## src/pkg/power_reset_pkg.sv

```systemverilog
package power_reset_pkg;

  typedef enum logic [1:0] {
    MODE_RUN = 2'b00,
    MODE_IDLE = 2'b01,
    MODE_POWER_DOWN = 2'b10,
    MODE_TOTAL_POWER_DOWN = 2'b11
  } power_mode_t;

  ////////////////////////////////////////////////////////////////////////////
  // register byte offsets
  localparam logic [4:0] ADDR_POWER_CONTROL = 5'h00;
  localparam logic [4:0] ADDR_CLOCK_DIVIDER = 5'h04;
  localparam logic [4:0] ADDR_RESET_SOURCE = 5'h08;
  localparam logic [4:0] ADDR_USER_CONFIG = 5'h0C;
  localparam logic [4:0] ADDR_TIMER_CONTROL = 5'h10;
  localparam logic [4:0] ADDR_STATUS = 5'h14;

  ////////////////////////////////////////////////////////////////////////////
  // power control fields
  localparam int CTRL_MODE_LSB = 0;
  localparam int CTRL_BROWNOUT_EN = 2;
  localparam int CTRL_BROWNOUT_IRQ = 3;
  localparam int CTRL_COMPARATOR_EN = 4;
  localparam int CTRL_RC_SELECT = 5;
  localparam int CTRL_SOFT_RESET = 7;
  localparam logic BROWNOUT_EN_RESET = 1'b1;
  localparam logic COMPARATOR_EN_RESET = 1'b1;

  ////////////////////////////////////////////////////////////////////////////
  // reset source flags
  localparam int FLAG_COUNT = 6;
  localparam int FLAG_PIN = 0;
  localparam int FLAG_POWER_ON = 1;
  localparam int FLAG_BROWNOUT = 2;
  localparam int FLAG_WATCHDOG = 3;
  localparam int FLAG_SOFTWARE = 4;
  localparam int FLAG_UART_BREAK = 5;
  localparam logic [5:0] FLAGS_POWER_ON_VALUE = 6'h06;

  ////////////////////////////////////////////////////////////////////////////
  // config, timer and status fields
  localparam int CFG_RESET_PIN_ENABLE = 0;
  localparam logic RESET_PIN_ENABLE_RESET = 1'b0;
  localparam int TIMER_ENABLE_BIT = 0;
  localparam int STAT_PIN_LEVEL = 2;
  localparam int STAT_POWER_UP = 3;
  localparam int STAT_BROWNOUT = 4;

  ////////////////////////////////////////////////////////////////////////////
  // clock division and timing
  localparam int DIVIDER_WIDTH = 8;
  localparam int DIV_COUNT_WIDTH = 9;
  localparam logic [8:0] DIV_ONE = 9'h001;
  localparam int CLK_PERIOD_NS = 40;
  localparam int POWER_UP_TIME_NS = 2000;
  localparam logic [5:0] POWER_UP_CYCLES =
    6'((POWER_UP_TIME_NS + CLK_PERIOD_NS - 1) / CLK_PERIOD_NS);

endpackage

```

## src/rtl/power_mode_and_reset_control.sv

```systemverilog
//Contract
// - software selects idle, power-down or total power-down through the control register
// - idle halts cpu, peripherals run; enabled interrupt or reset ends idle
// - cpu clock is oscillator clock divided by programmable value, up to 510
// - divider may change anytime; new ratio applies to the running period, a smaller one ending it at once
// - power-down stops oscillator, so cpu clock stops until wake
// - power-down ends on any reset or wake-capable interrupt
// - brownout, watchdog, comparators and system timer keep running in power-down
// - rc oscillator off in power-down unless selected and system timer enabled
// - total power-down also disables brownout detection and comparators
// - reset-pin-enable set makes pin active-low reset, else digital input
// - during power-up the pin is always a reset input
// - only power-up overrides pin function; other resets keep it
// - six reset sources: pin, power-on, brownout, watchdog, software, uart break
// - each reset source owns a readable flag in the reset source register
// - writing 0 clears a flag; several flags may be set together
// - power-on sets power-on and brownout flags, clears all others
// - other resets set own flag, keep uncleared earlier flags
// - system timer control resets only on power-on reset
// - power-on flag stays set until software clears it
// - brownout resets by default, optionally raises an interrupt instead
// - keypad pattern interrupt wakes from idle or power-down
module power_mode_and_reset_control
  import power_reset_pkg::*;
(
  input wire logic CLK_IN,
  input wire logic RESET_IN,
  input wire logic [4:0] ADDRESS_IN,
  input wire logic READ_IN,
  input wire logic WRITE_IN,
  input wire logic [3:0] BYTEENABLE_IN,
  input wire logic [31:0] WRITEDATA_IN,
  output logic [31:0] READDATA_OUT,
  output logic WAITREQUEST_OUT,
  input wire logic SHARED_RESET_INPUT_PIN_IN,
  input wire logic BROWNOUT_DETECT_IN,
  input wire logic WATCHDOG_RESET_IN,
  input wire logic UART_BREAK_RESET_IN,
  input wire logic IRQ_PENDING_IN,
  input wire logic WAKEUP_IRQ_IN,
  input wire logic KEYPAD_IRQ_IN,
  output logic SYSTEM_RESET_OUT,
  output logic CPU_CLOCK_EN_OUT,
  output logic PERIPH_CLOCK_EN_OUT,
  output logic CPU_HALT_OUT,
  output logic OSCILLATOR_ENABLE_OUT,
  output logic RC_OSCILLATOR_ENABLE_OUT,
  output logic BROWNOUT_DETECT_ENABLE_OUT,
  output logic BROWNOUT_IRQ_OUT,
  output logic COMPARATOR_ENABLE_OUT,
  output logic WATCHDOG_RUN_OUT,
  output logic SYSTEM_TIMER_RUN_OUT,
  output logic PIN_DIGITAL_OUT
);

  typedef struct packed {
    logic [1:0] pin_sync;
    logic [1:0] brown_sync;
    logic power_up;
    logic [5:0] power_up_count;
    power_mode_t mode;
    logic bo_en;
    logic bo_irq;
    logic comp_en;
    logic rc_sel;
    logic [7:0] divider;
    logic [8:0] div_count;
    logic soft_req;
    logic reset_pin_enable;
    logic timer_en;
    logic [5:0] flags;
    logic [5:0] pending;
    logic sys_reset;
    logic wait_n;
    logic [31:0] rdata;
    logic cpu_en;
    logic periph_en;
    logic cpu_halt;
    logic osc_en;
    logic rc_en;
    logic bo_det_en;
    logic bo_irq_out;
    logic comp_out_en;
    logic wdt_run;
    logic timer_run;
    logic pin_digital;
  } state_t;

  localparam state_t RESET_STATE = '{
    pin_sync: 2'h3,
    brown_sync: 2'h0,
    power_up: 1'b1,
    power_up_count: 6'h00,
    mode: MODE_RUN,
    bo_en: BROWNOUT_EN_RESET,
    bo_irq: 1'b0,
    comp_en: COMPARATOR_EN_RESET,
    rc_sel: 1'b0,
    divider: 8'h00,
    div_count: 9'h000,
    soft_req: 1'b0,
    reset_pin_enable: RESET_PIN_ENABLE_RESET,
    timer_en: 1'b0,
    flags: FLAGS_POWER_ON_VALUE,
    pending: 6'h00,
    sys_reset: 1'b1,
    wait_n: 1'b1,
    rdata: 32'h00000000,
    cpu_en: 1'b0,
    periph_en: 1'b0,
    cpu_halt: 1'b0,
    osc_en: 1'b1,
    rc_en: 1'b0,
    bo_det_en: 1'b0,
    bo_irq_out: 1'b0,
    comp_out_en: 1'b0,
    wdt_run: 1'b0,
    timer_run: 1'b0,
    pin_digital: 1'b0
  };

  state_t state_reg;
  state_t state_next;

  ////////////////////////////////////////////////////////////////////////////
  function automatic logic hit(input logic [4:0] addr, input logic [4:0] offset);
    hit = (addr == offset);
  endfunction

  ////////////////////////////////////////////////////////////////////////////
  logic pin_level;
  logic brown_level;
  logic pin_reset;
  logic bo_active;
  logic [5:0] sources;
  logic any_reset;
  logic [5:0] capture;
  logic [5:0] keep_mask;
  logic do_write;
  logic [7:0] wbyte;
  logic [8:0] limit;
  logic tick;
  logic osc_run;
  logic tpd;

  always_comb begin
    state_next = state_reg;
    pin_level = state_reg.pin_sync[1];
    brown_level = state_reg.brown_sync[1];
    tpd = (state_reg.mode == MODE_TOTAL_POWER_DOWN);
    osc_run = (state_reg.mode == MODE_RUN) || (state_reg.mode == MODE_IDLE);
    do_write = WRITE_IN && !state_reg.wait_n && BYTEENABLE_IN[0];
    wbyte = WRITEDATA_IN[7:0];

    // two-stage synchronisers for the pin and the brownout comparator
    state_next.pin_sync = {state_reg.pin_sync[0], SHARED_RESET_INPUT_PIN_IN};
    state_next.brown_sync = {state_reg.brown_sync[0], BROWNOUT_DETECT_IN};

    // power-up forces the pin to act as reset; afterwards the bit decides
    pin_reset = (state_reg.power_up || state_reg.reset_pin_enable) && !pin_level;
    // a held-low pin keeps the power-up counter at zero
    if (state_reg.power_up) begin
      if (!pin_level) begin
        state_next.power_up_count = 6'h00;
      end else if (state_reg.power_up_count == POWER_UP_CYCLES - 6'h01) begin
        state_next.power_up = 1'b0;
      end else begin
        state_next.power_up_count = state_reg.power_up_count + 6'h01;
      end
    end

    // brownout is ignored in total power-down, so no reset either
    bo_active = brown_level && state_reg.bo_en && !tpd;
    sources = 6'h00;
    sources[FLAG_PIN] = pin_reset && !state_reg.power_up;
    sources[FLAG_BROWNOUT] = bo_active && !state_reg.bo_irq;
    sources[FLAG_WATCHDOG] = WATCHDOG_RESET_IN;
    sources[FLAG_SOFTWARE] = state_reg.soft_req;
    sources[FLAG_UART_BREAK] = UART_BREAK_RESET_IN;
    any_reset = (|sources) || pin_reset || state_reg.power_up;
    state_next.sys_reset = any_reset;
    state_next.pending = any_reset ? (state_reg.pending | sources) : 6'h00;
    capture = (state_reg.sys_reset && !any_reset) ? state_reg.pending : 6'h00;

    ////////////////////////////////////////////////////////////////////////////
    // bus slave: one wait cycle, then the access completes
    state_next.soft_req = 1'b0;
    keep_mask = 6'h3F;
    if ((READ_IN || WRITE_IN) && state_reg.wait_n) begin
      state_next.wait_n = 1'b0;
      state_next.rdata = 32'h00000000;
      if (hit(ADDRESS_IN, ADDR_POWER_CONTROL)) begin
        state_next.rdata[1:0] = state_reg.mode;
        state_next.rdata[CTRL_BROWNOUT_EN] = state_reg.bo_en;
        state_next.rdata[CTRL_BROWNOUT_IRQ] = state_reg.bo_irq;
        state_next.rdata[CTRL_COMPARATOR_EN] = state_reg.comp_en;
        state_next.rdata[CTRL_RC_SELECT] = state_reg.rc_sel;
      end else if (hit(ADDRESS_IN, ADDR_CLOCK_DIVIDER)) begin
        state_next.rdata[7:0] = state_reg.divider;
      end else if (hit(ADDRESS_IN, ADDR_RESET_SOURCE)) begin
        state_next.rdata[5:0] = state_reg.flags;
      end else if (hit(ADDRESS_IN, ADDR_USER_CONFIG)) begin
        state_next.rdata[CFG_RESET_PIN_ENABLE] = state_reg.reset_pin_enable;
      end else if (hit(ADDRESS_IN, ADDR_TIMER_CONTROL)) begin
        state_next.rdata[TIMER_ENABLE_BIT] = state_reg.timer_en;
      end else if (hit(ADDRESS_IN, ADDR_STATUS)) begin
        state_next.rdata[1:0] = state_reg.mode;
        state_next.rdata[STAT_PIN_LEVEL] = pin_level;
        state_next.rdata[STAT_POWER_UP] = state_reg.power_up;
        state_next.rdata[STAT_BROWNOUT] = brown_level;
      end
    end else if (!state_reg.wait_n) begin
      state_next.wait_n = 1'b1;
      if (do_write) begin
        if (hit(ADDRESS_IN, ADDR_POWER_CONTROL)) begin
          state_next.mode = power_mode_t'(wbyte[1:0]);
          state_next.bo_en = wbyte[CTRL_BROWNOUT_EN];
          state_next.bo_irq = wbyte[CTRL_BROWNOUT_IRQ];
          state_next.comp_en = wbyte[CTRL_COMPARATOR_EN];
          state_next.rc_sel = wbyte[CTRL_RC_SELECT];
          state_next.soft_req = wbyte[CTRL_SOFT_RESET];
        end else if (hit(ADDRESS_IN, ADDR_CLOCK_DIVIDER)) begin
          state_next.divider = wbyte;
        end else if (hit(ADDRESS_IN, ADDR_RESET_SOURCE)) begin
          keep_mask = wbyte[5:0];
        end else if (hit(ADDRESS_IN, ADDR_USER_CONFIG)) begin
          state_next.reset_pin_enable = wbyte[CFG_RESET_PIN_ENABLE];
        end else if (hit(ADDRESS_IN, ADDR_TIMER_CONTROL)) begin
          state_next.timer_en = wbyte[TIMER_ENABLE_BIT];
        end
      end
    end

    // a capture wins over a software clear in the same cycle
    state_next.flags = (state_reg.flags & keep_mask) | capture;

    ////////////////////////////////////////////////////////////////////////////
    // wake-up: idle on any enabled interrupt, power-down only on wake sources
    if (state_reg.mode == MODE_IDLE) begin
      if (IRQ_PENDING_IN || KEYPAD_IRQ_IN) begin
        state_next.mode = MODE_RUN;
      end
    end else if (state_reg.mode != MODE_RUN) begin
      if (WAKEUP_IRQ_IN || KEYPAD_IRQ_IN) begin
        state_next.mode = MODE_RUN;
      end
    end
    // timer enable survives here on purpose: of the resets only RESET_IN clears it, besides a software write
    if (any_reset) begin
      state_next.mode = MODE_RUN;
      state_next.divider = 8'h00;
    end

    ////////////////////////////////////////////////////////////////////////////
    // divider: limit is read every cycle, so a rewrite to a smaller value ends the current period at once
    limit = (state_reg.divider == 8'h00) ? DIV_ONE : {state_reg.divider, 1'b0};
    tick = (state_reg.div_count >= limit - DIV_ONE);
    if (!osc_run || tick) begin
      state_next.div_count = 9'h000;
    end else begin
      state_next.div_count = state_reg.div_count + DIV_ONE;
    end
    state_next.cpu_en = tick && (state_reg.mode == MODE_RUN);
    state_next.periph_en = tick && osc_run;
    state_next.cpu_halt = (state_reg.mode != MODE_RUN);
    state_next.osc_en = osc_run;

    // rc runs when selected; in power-down only if it also clocks the timer
    state_next.rc_en = state_reg.rc_sel && (osc_run || state_reg.timer_en);
    state_next.bo_det_en = state_reg.bo_en && !tpd;
    state_next.bo_irq_out = bo_active && state_reg.bo_irq;
    state_next.comp_out_en = state_reg.comp_en && !tpd;
    state_next.wdt_run = 1'b1;
    state_next.timer_run = state_reg.timer_en;
    // digital value reads high while the pin serves as reset
    state_next.pin_digital = (state_reg.power_up || state_reg.reset_pin_enable) ? 1'b1 : pin_level;
  end

  ////////////////////////////////////////////////////////////////////////////
  // power-on reset restores everything, flags to power-on and brownout
  always_ff @(posedge CLK_IN) begin
    if (RESET_IN) begin
      state_reg <= RESET_STATE;
    end else begin
      state_reg <= state_next;
    end
  end

  ////////////////////////////////////////////////////////////////////////////
  assign READDATA_OUT = state_reg.rdata;
  assign WAITREQUEST_OUT = state_reg.wait_n;
  assign SYSTEM_RESET_OUT = state_reg.sys_reset;
  assign CPU_CLOCK_EN_OUT = state_reg.cpu_en;
  assign PERIPH_CLOCK_EN_OUT = state_reg.periph_en;
  assign CPU_HALT_OUT = state_reg.cpu_halt;
  assign OSCILLATOR_ENABLE_OUT = state_reg.osc_en;
  assign RC_OSCILLATOR_ENABLE_OUT = state_reg.rc_en;
  assign BROWNOUT_DETECT_ENABLE_OUT = state_reg.bo_det_en;
  assign BROWNOUT_IRQ_OUT = state_reg.bo_irq_out;
  assign COMPARATOR_ENABLE_OUT = state_reg.comp_out_en;
  assign WATCHDOG_RUN_OUT = state_reg.wdt_run;
  assign SYSTEM_TIMER_RUN_OUT = state_reg.timer_run;
  assign PIN_DIGITAL_OUT = state_reg.pin_digital;

endmodule

```

## config.mk

```make
export PLATFORM = sky130hd
export DESIGN_NAME = power_mode_and_reset_control
export DESIGN_NICKNAME = d
export VERILOG_FILES = /design/src/pkg/power_reset_pkg.sv /design/src/rtl/power_mode_and_reset_control.sv
export SDC_FILE = /design/constraint.sdc
export NUM_CORES = 1
export LEC_CHECK = 0
export BUFFER_PORTS_ARGS = -buffer_cell sky130_fd_sc_hd__buf_4
export CAP_MARGIN = 5
export CELL_PAD_IN_SITES_DETAIL_PLACEMENT = 1
export CELL_PAD_IN_SITES_GLOBAL_PLACEMENT = 2
export CORE_MARGIN = 4
export CORE_UTILIZATION = 25
export DETAILED_ROUTE_END_ITERATION = 8
export GPL_TIMING_DRIVEN = 0
export PLACE_DENSITY = 0.67
export SLEW_MARGIN = 20
export SYNTH_ARGS = -nofsm -noshare
export SYNTH_HDL_FRONTEND = slang
export SYNTH_SLANG_ARGS = --single-unit
```

## constraint.sdc

```tcl
create_clock -name CLK_IN -period 3.3 [get_ports CLK_IN]
set_input_delay 0.825 -clock CLK_IN [delete_from_list [all_inputs] [get_ports CLK_IN]]
set_output_delay 0.825 -clock CLK_IN [all_outputs]
set_load 0.1 [all_outputs]
```

==> impl_metrics.prom <==
# TYPE chip_impl_metric gauge
chip_impl_metric{name="skew",unit="ps"} 5.92
chip_impl_metric{name="switching_power",unit="uW"} 612
chip_impl_info{name="synth_top_family_by_area",value="simple AND/OR/NAND/NOR gates"} 1
chip_impl_metric{name="synth_simple_gate_area_share",unit="%"} 21.4
chip_impl_metric{name="yosysWarningCount",unit=""} 0
chip_impl_metric{name="rows",unit=""} 41
chip_impl_metric{name="fin_setup_tns",unit="ps"} 0
chip_impl_metric{name="synth_edf_count",unit=""} 0
chip_impl_metric{name="share_seq_of_total_power",unit="%"} 41.3
chip_impl_metric{name="clkPwrFrac",unit="%"} 43.2
chip_impl_metric{name="global_route_wire_length_before_repair",unit="um"} 14900
chip_impl_metric{name="intPower",unit="mW"} 1.47
chip_impl_metric{name="h-tree-depth",unit=""} 3
chip_impl_metric{name="cts_sinks",unit=""} 69
chip_impl_metric{name="worst_path_largest_cell_delay",unit="ps"} 420
chip_impl_metric{name="timing.final.crit_period",unit="ps"} 2940
chip_impl_metric{name="vias",unit=""} 2755
chip_impl_metric{name="grt_pass1_vias",unit=""} 2782
chip_impl_metric{name="pre_antenna_drt_iters",unit=""} 4
chip_impl_metric{name="synth.top_cell.area_share",unit="%"} 41.5
chip_impl_metric{name="synth-seq-area-share",unit="%"} 41.5
chip_impl_metric{name="post-route-period-util",unit="%"} 88.9
chip_impl_metric{name="finish.utilization",unit="%"} 33.0
chip_impl_info{name="critical-path-slowest-cell",value="sky130_fd_sc_hd__nor3_1"} 1
chip_impl_metric{name="antenna_left",unit=""} 0
chip_impl_metric{name="drive_gt1_share",unit="%"} 23.1
chip_impl_metric{name="synth_mux_area_share",unit="%"} 6.80
chip_impl_metric{name="die_area",unit="sq um"} 15200
chip_impl_metric{name="core_area",unit="sq um"} 12800
chip_impl_metric{name="syn-instance-count",unit=""} 371
chip_impl_metric{name="area_after_detailed_placement",unit="sq um"} 3950
chip_impl_info{name="synth-main-ff-cell",value="sky130_fd_sc_hd__dfxtp_1"} 1
chip_impl_info{name="grt_setup_unrepaired",value="no"} 1
chip_impl_metric{name="number_of_distinct_standard_cells_referenced_by_the_synthesized_netlist",unit=""} 50
chip_impl_metric{name="synth.avg_cell_area",unit="sq um"} 8.98
chip_impl_info{name="worst_path_most_repeated_cell",value="sky130_fd_sc_hd__a21oi_1"} 1
chip_impl_metric{name="post_drt_wl_per_cell",unit="um"} 14.9
chip_impl_metric{name="cts_buffers",unit=""} 9
chip_impl_metric{name="antennaDiodeCount",unit=""} 0
chip_impl_metric{name="grt_antenna_before_repair",unit=""} 0
chip_impl_metric{name="tightest_slew",unit="ps"} 665
chip_impl_metric{name="max-cap-violations",unit=""} 0
chip_impl_metric{name="synth_async_sr_flop_share",unit="%"} 0
chip_impl_metric{name="detailedPlacementHpwl",unit="um"} 7080
chip_impl_metric{name="p_leak",unit="nW"} 1.74
chip_impl_metric{name="clock_latency",unit="ps"} 330
chip_impl_info{name="synth_common_cells",value="69 x sky130_fd_sc_hd__dfxtp_1, 32 x sky130_fd_sc_hd__buf_4, 32 x sky130_fd_sc_hd__nor2_1"} 1
chip_impl_metric{name="finalPower",unit="mW"} 2.08
chip_impl_metric{name="synth_compound_gate_area_share",unit="%"} 11.8
chip_impl_metric{name="num_io_pins",unit=""} 97
chip_impl_info{name="synth.largest_area_cell",value="sky130_fd_sc_hd__dfxtp_1"} 1
chip_impl_info{name="synth.top_cells.by_area",value="sky130_fd_sc_hd__dfxtp_1 41%, sky130_fd_sc_hd__buf_4 7.2%, sky130_fd_sc_hd__mux2i_1 5.1%"} 1
chip_impl_metric{name="start_util",unit="%"} 26.0
chip_impl_metric{name="count_of_fill_cells_added_during_filler_insertion",unit=""} 1518
chip_impl_metric{name="vias_per_cell",unit=""} 4.42
chip_impl_info{name="clk_root_buffer_cell",value="sky130_fd_sc_hd__clkbuf_16"} 1
chip_impl_metric{name="route.detailed.drc",unit=""} 0
chip_impl_metric{name="share_of_the_synthesized_netlist_area_taken_by_xor_and_xnor_gates",unit="%"} 3.42
chip_impl_metric{name="path_max_fanout",unit=""} 10
chip_impl_metric{name="flow.area_growth_from_synthesis",unit="%"} 26.8
chip_impl_metric{name="clock_path_buffers",unit=""} 2
chip_impl_metric{name="max_clock_freq",unit="MHz"} 341
chip_impl_metric{name="cts.reportedPaths.clkPinSlew",unit="ps"} 60
chip_impl_metric{name="finalNetCount",unit=""} 511
chip_impl_metric{name="grt_overflow",unit=""} 0
chip_impl_metric{name="grt_max_degree",unit=""} 12
chip_impl_info{name="status",value="complete, no violations"} 1
chip_impl_metric{name="p_comb_share",unit="%"} 15.4
chip_impl_metric{name="maxSlewViolCount",unit=""} 0
chip_impl_metric{name="resize_count_post_cts",unit=""} 0
chip_impl_info{name="setup.worst_path.class",value="flop to flop"} 1
chip_impl_metric{name="place_congestion",unit=""} 0.788
chip_impl_metric{name="finalWirelength",unit="um"} 9280
chip_impl_metric{name="final_hold_viol_count",unit=""} 0
chip_impl_metric{name="ys_ff_latch",unit=""} 69
chip_impl_metric{name="setup-violations-final",unit=""} 0
chip_impl_metric{name="synthAdderAreaFrac",unit="%"} 4.51
chip_impl_info{name="clock_tree_from_tritoncts",value="yes"} 1
chip_impl_metric{name="power.switching_fraction",unit="%"} 29.4
chip_impl_metric{name="critical_path_arrival",unit="ps"} 3170
chip_impl_info{name="setup.worst_path.start_class",value="flop"} 1
chip_impl_metric{name="worst_slew_margin_rel",unit="%"} 55.7
chip_impl_metric{name="initialDrtViolationCount",unit=""} 105
chip_impl_metric{name="grt_util_all_layers",unit="%"} 12.9
chip_impl_info{name="critPathCaptureType",value="flop"} 1
chip_impl_metric{name="max-vdd-ir-drop",unit="V"} 0.000224
chip_impl_info{name="min-delay-path-class",value="flop to flop"} 1
chip_impl_metric{name="post_synth_instance_area",unit="sq um"} 3330
chip_impl_info{name="crit_chain",value="nor3_1, nand3_1, nor3b_1, a21oi_1, ha_1, a21oi_1, o21ai_0, a221o_1, clkbuf_1, nor4b_1"} 1
chip_impl_metric{name="buffer_ports.inserted",unit=""} 42
chip_impl_metric{name="power.density",unit="nW/um^2"} 493
chip_impl_metric{name="cts.hold.buffers_added",unit=""} 0
chip_impl_metric{name="fp.dieW",unit="um"} 123
chip_impl_metric{name="floorplan.die.height",unit="um"} 123
chip_impl_metric{name="cts_setup_buffers",unit=""} 0
chip_impl_metric{name="layout.cell_area.non_filler",unit="sq um"} 4230
chip_impl_metric{name="largest_register_ffs",unit=""} 42
chip_impl_info{name="yosysMostFrequentCell",value="sky130_fd_sc_hd__dfxtp_1"} 1
chip_impl_metric{name="crit_required",unit="ps"} 3530
==> layout by cell type, fill, tap and decap left out, types with 4 or more instances in the layout <==
cell / instances
sky130_fd_sc_hd__a21oi_1: 21
sky130_fd_sc_hd__and2_1: 5
sky130_fd_sc_hd__and3_1: 5
sky130_fd_sc_hd__buf_4: 74
sky130_fd_sc_hd__clkbuf_1: 9
sky130_fd_sc_hd__clkbuf_16: 9
sky130_fd_sc_hd__conb_1: 24
sky130_fd_sc_hd__dfxtp_1: 69
sky130_fd_sc_hd__ha_1: 12
sky130_fd_sc_hd__inv_1: 8
sky130_fd_sc_hd__mux2i_1: 17
sky130_fd_sc_hd__nand2_1: 26
sky130_fd_sc_hd__nand2b_1: 4
sky130_fd_sc_hd__nand3_1: 18
sky130_fd_sc_hd__nand4_1: 6
sky130_fd_sc_hd__nor2_1: 32
sky130_fd_sc_hd__nor2b_1: 7
sky130_fd_sc_hd__nor3_1: 9
sky130_fd_sc_hd__nor3b_1: 4
sky130_fd_sc_hd__nor4_1: 8
sky130_fd_sc_hd__o211ai_1: 5
sky130_fd_sc_hd__o21a_1: 5
sky130_fd_sc_hd__o21ai_0: 16
sky130_fd_sc_hd__xnor2_1: 5
sky130_fd_sc_hd__xor2_1: 8
==> logic make-up after synthesis <==
group / Yosys count
buf+inv: 56
other cells: 1
compound gates: 63
simple gates: 136
fa+ha+maj: 12
flops: 69
mux: 21
xor+xnor: 13
==> critical path, delay by kind of cell, from the launching register on <==
family / cells / cell delay (ps)
AND/OR/NAND/NOR: 4 / 1220
AO/OA/AOI/OAI: 4 / 710
flip-flops: 1 / 390
adder cells (fa/ha/maj): 1 / 260
buffers and inverters: 1 / 240
==> layer usage <==
layer	up-vias	share of wire, %	global-route usage, %
met1	1286	51	17.8
met4	0	1.5	5.19
li1	1395	-	-
met2	65	43	19.3
met5	-	0	0
met3	9	4.5	2.97
==> metrics by stage <==
stage | hold slack (ps) | setup WS (ps) | std cells
final | 409 | 365 | 623
after global routing | 429 | 43.1 | 623
after CTS | 409 | 313 | 623
after detailed placement | 395 | 344 | 608
after global placement | 393 | 413 | 608
after floorplan | 389 | 797 | 394
==> cell type report <==
type / count / area [sq um] / share of cell area, %
multi-input cells: 269 / 1690 / 39.9
flip-flops and latches: 69 / 1380 / 32.7
repair buffers: 42 / 315 / 7.46
plain buffers: 47 / 315 / 7.46
clock buffers: 12 / 256 / 6.07
well taps: 172 / 215 / 5.09
inverters: 9 / 33.8 / 0.799
clock inverters: 3 / 21.3 / 0.503
==> worst paths after layout <==
check | startpoint | endpoint | slack [ps] | depth (start not counted)
worst max-delay path | state_reg[69] | state_reg[61] | 360 | 10
worst min-delay path | state_next[93] | pin_level | 410 | 1
worst max register to register | state_reg[69] | state_reg[61] | 360 | 10
worst min register to register | state_next[93] | pin_level | 410 | 1
==> power by group through the flow <==
stage / Combinational (mW) / Sequential, mW / Clock (mW)
6_report: 0.321 / 0.861 / 0.900
2_1_floorplan: 0.225 / 0.911 / 0
4_1_cts: 0.322 / 0.861 / 0.927
5_1_grt: 0.339 / 0.862 / 0.973
3_3_place_gp: 0.321 / 0.878 / 0
3_5_place_dp: 0.321 / 0.879 / 0
No activity file was read; power rests on OpenSTA's default activity.
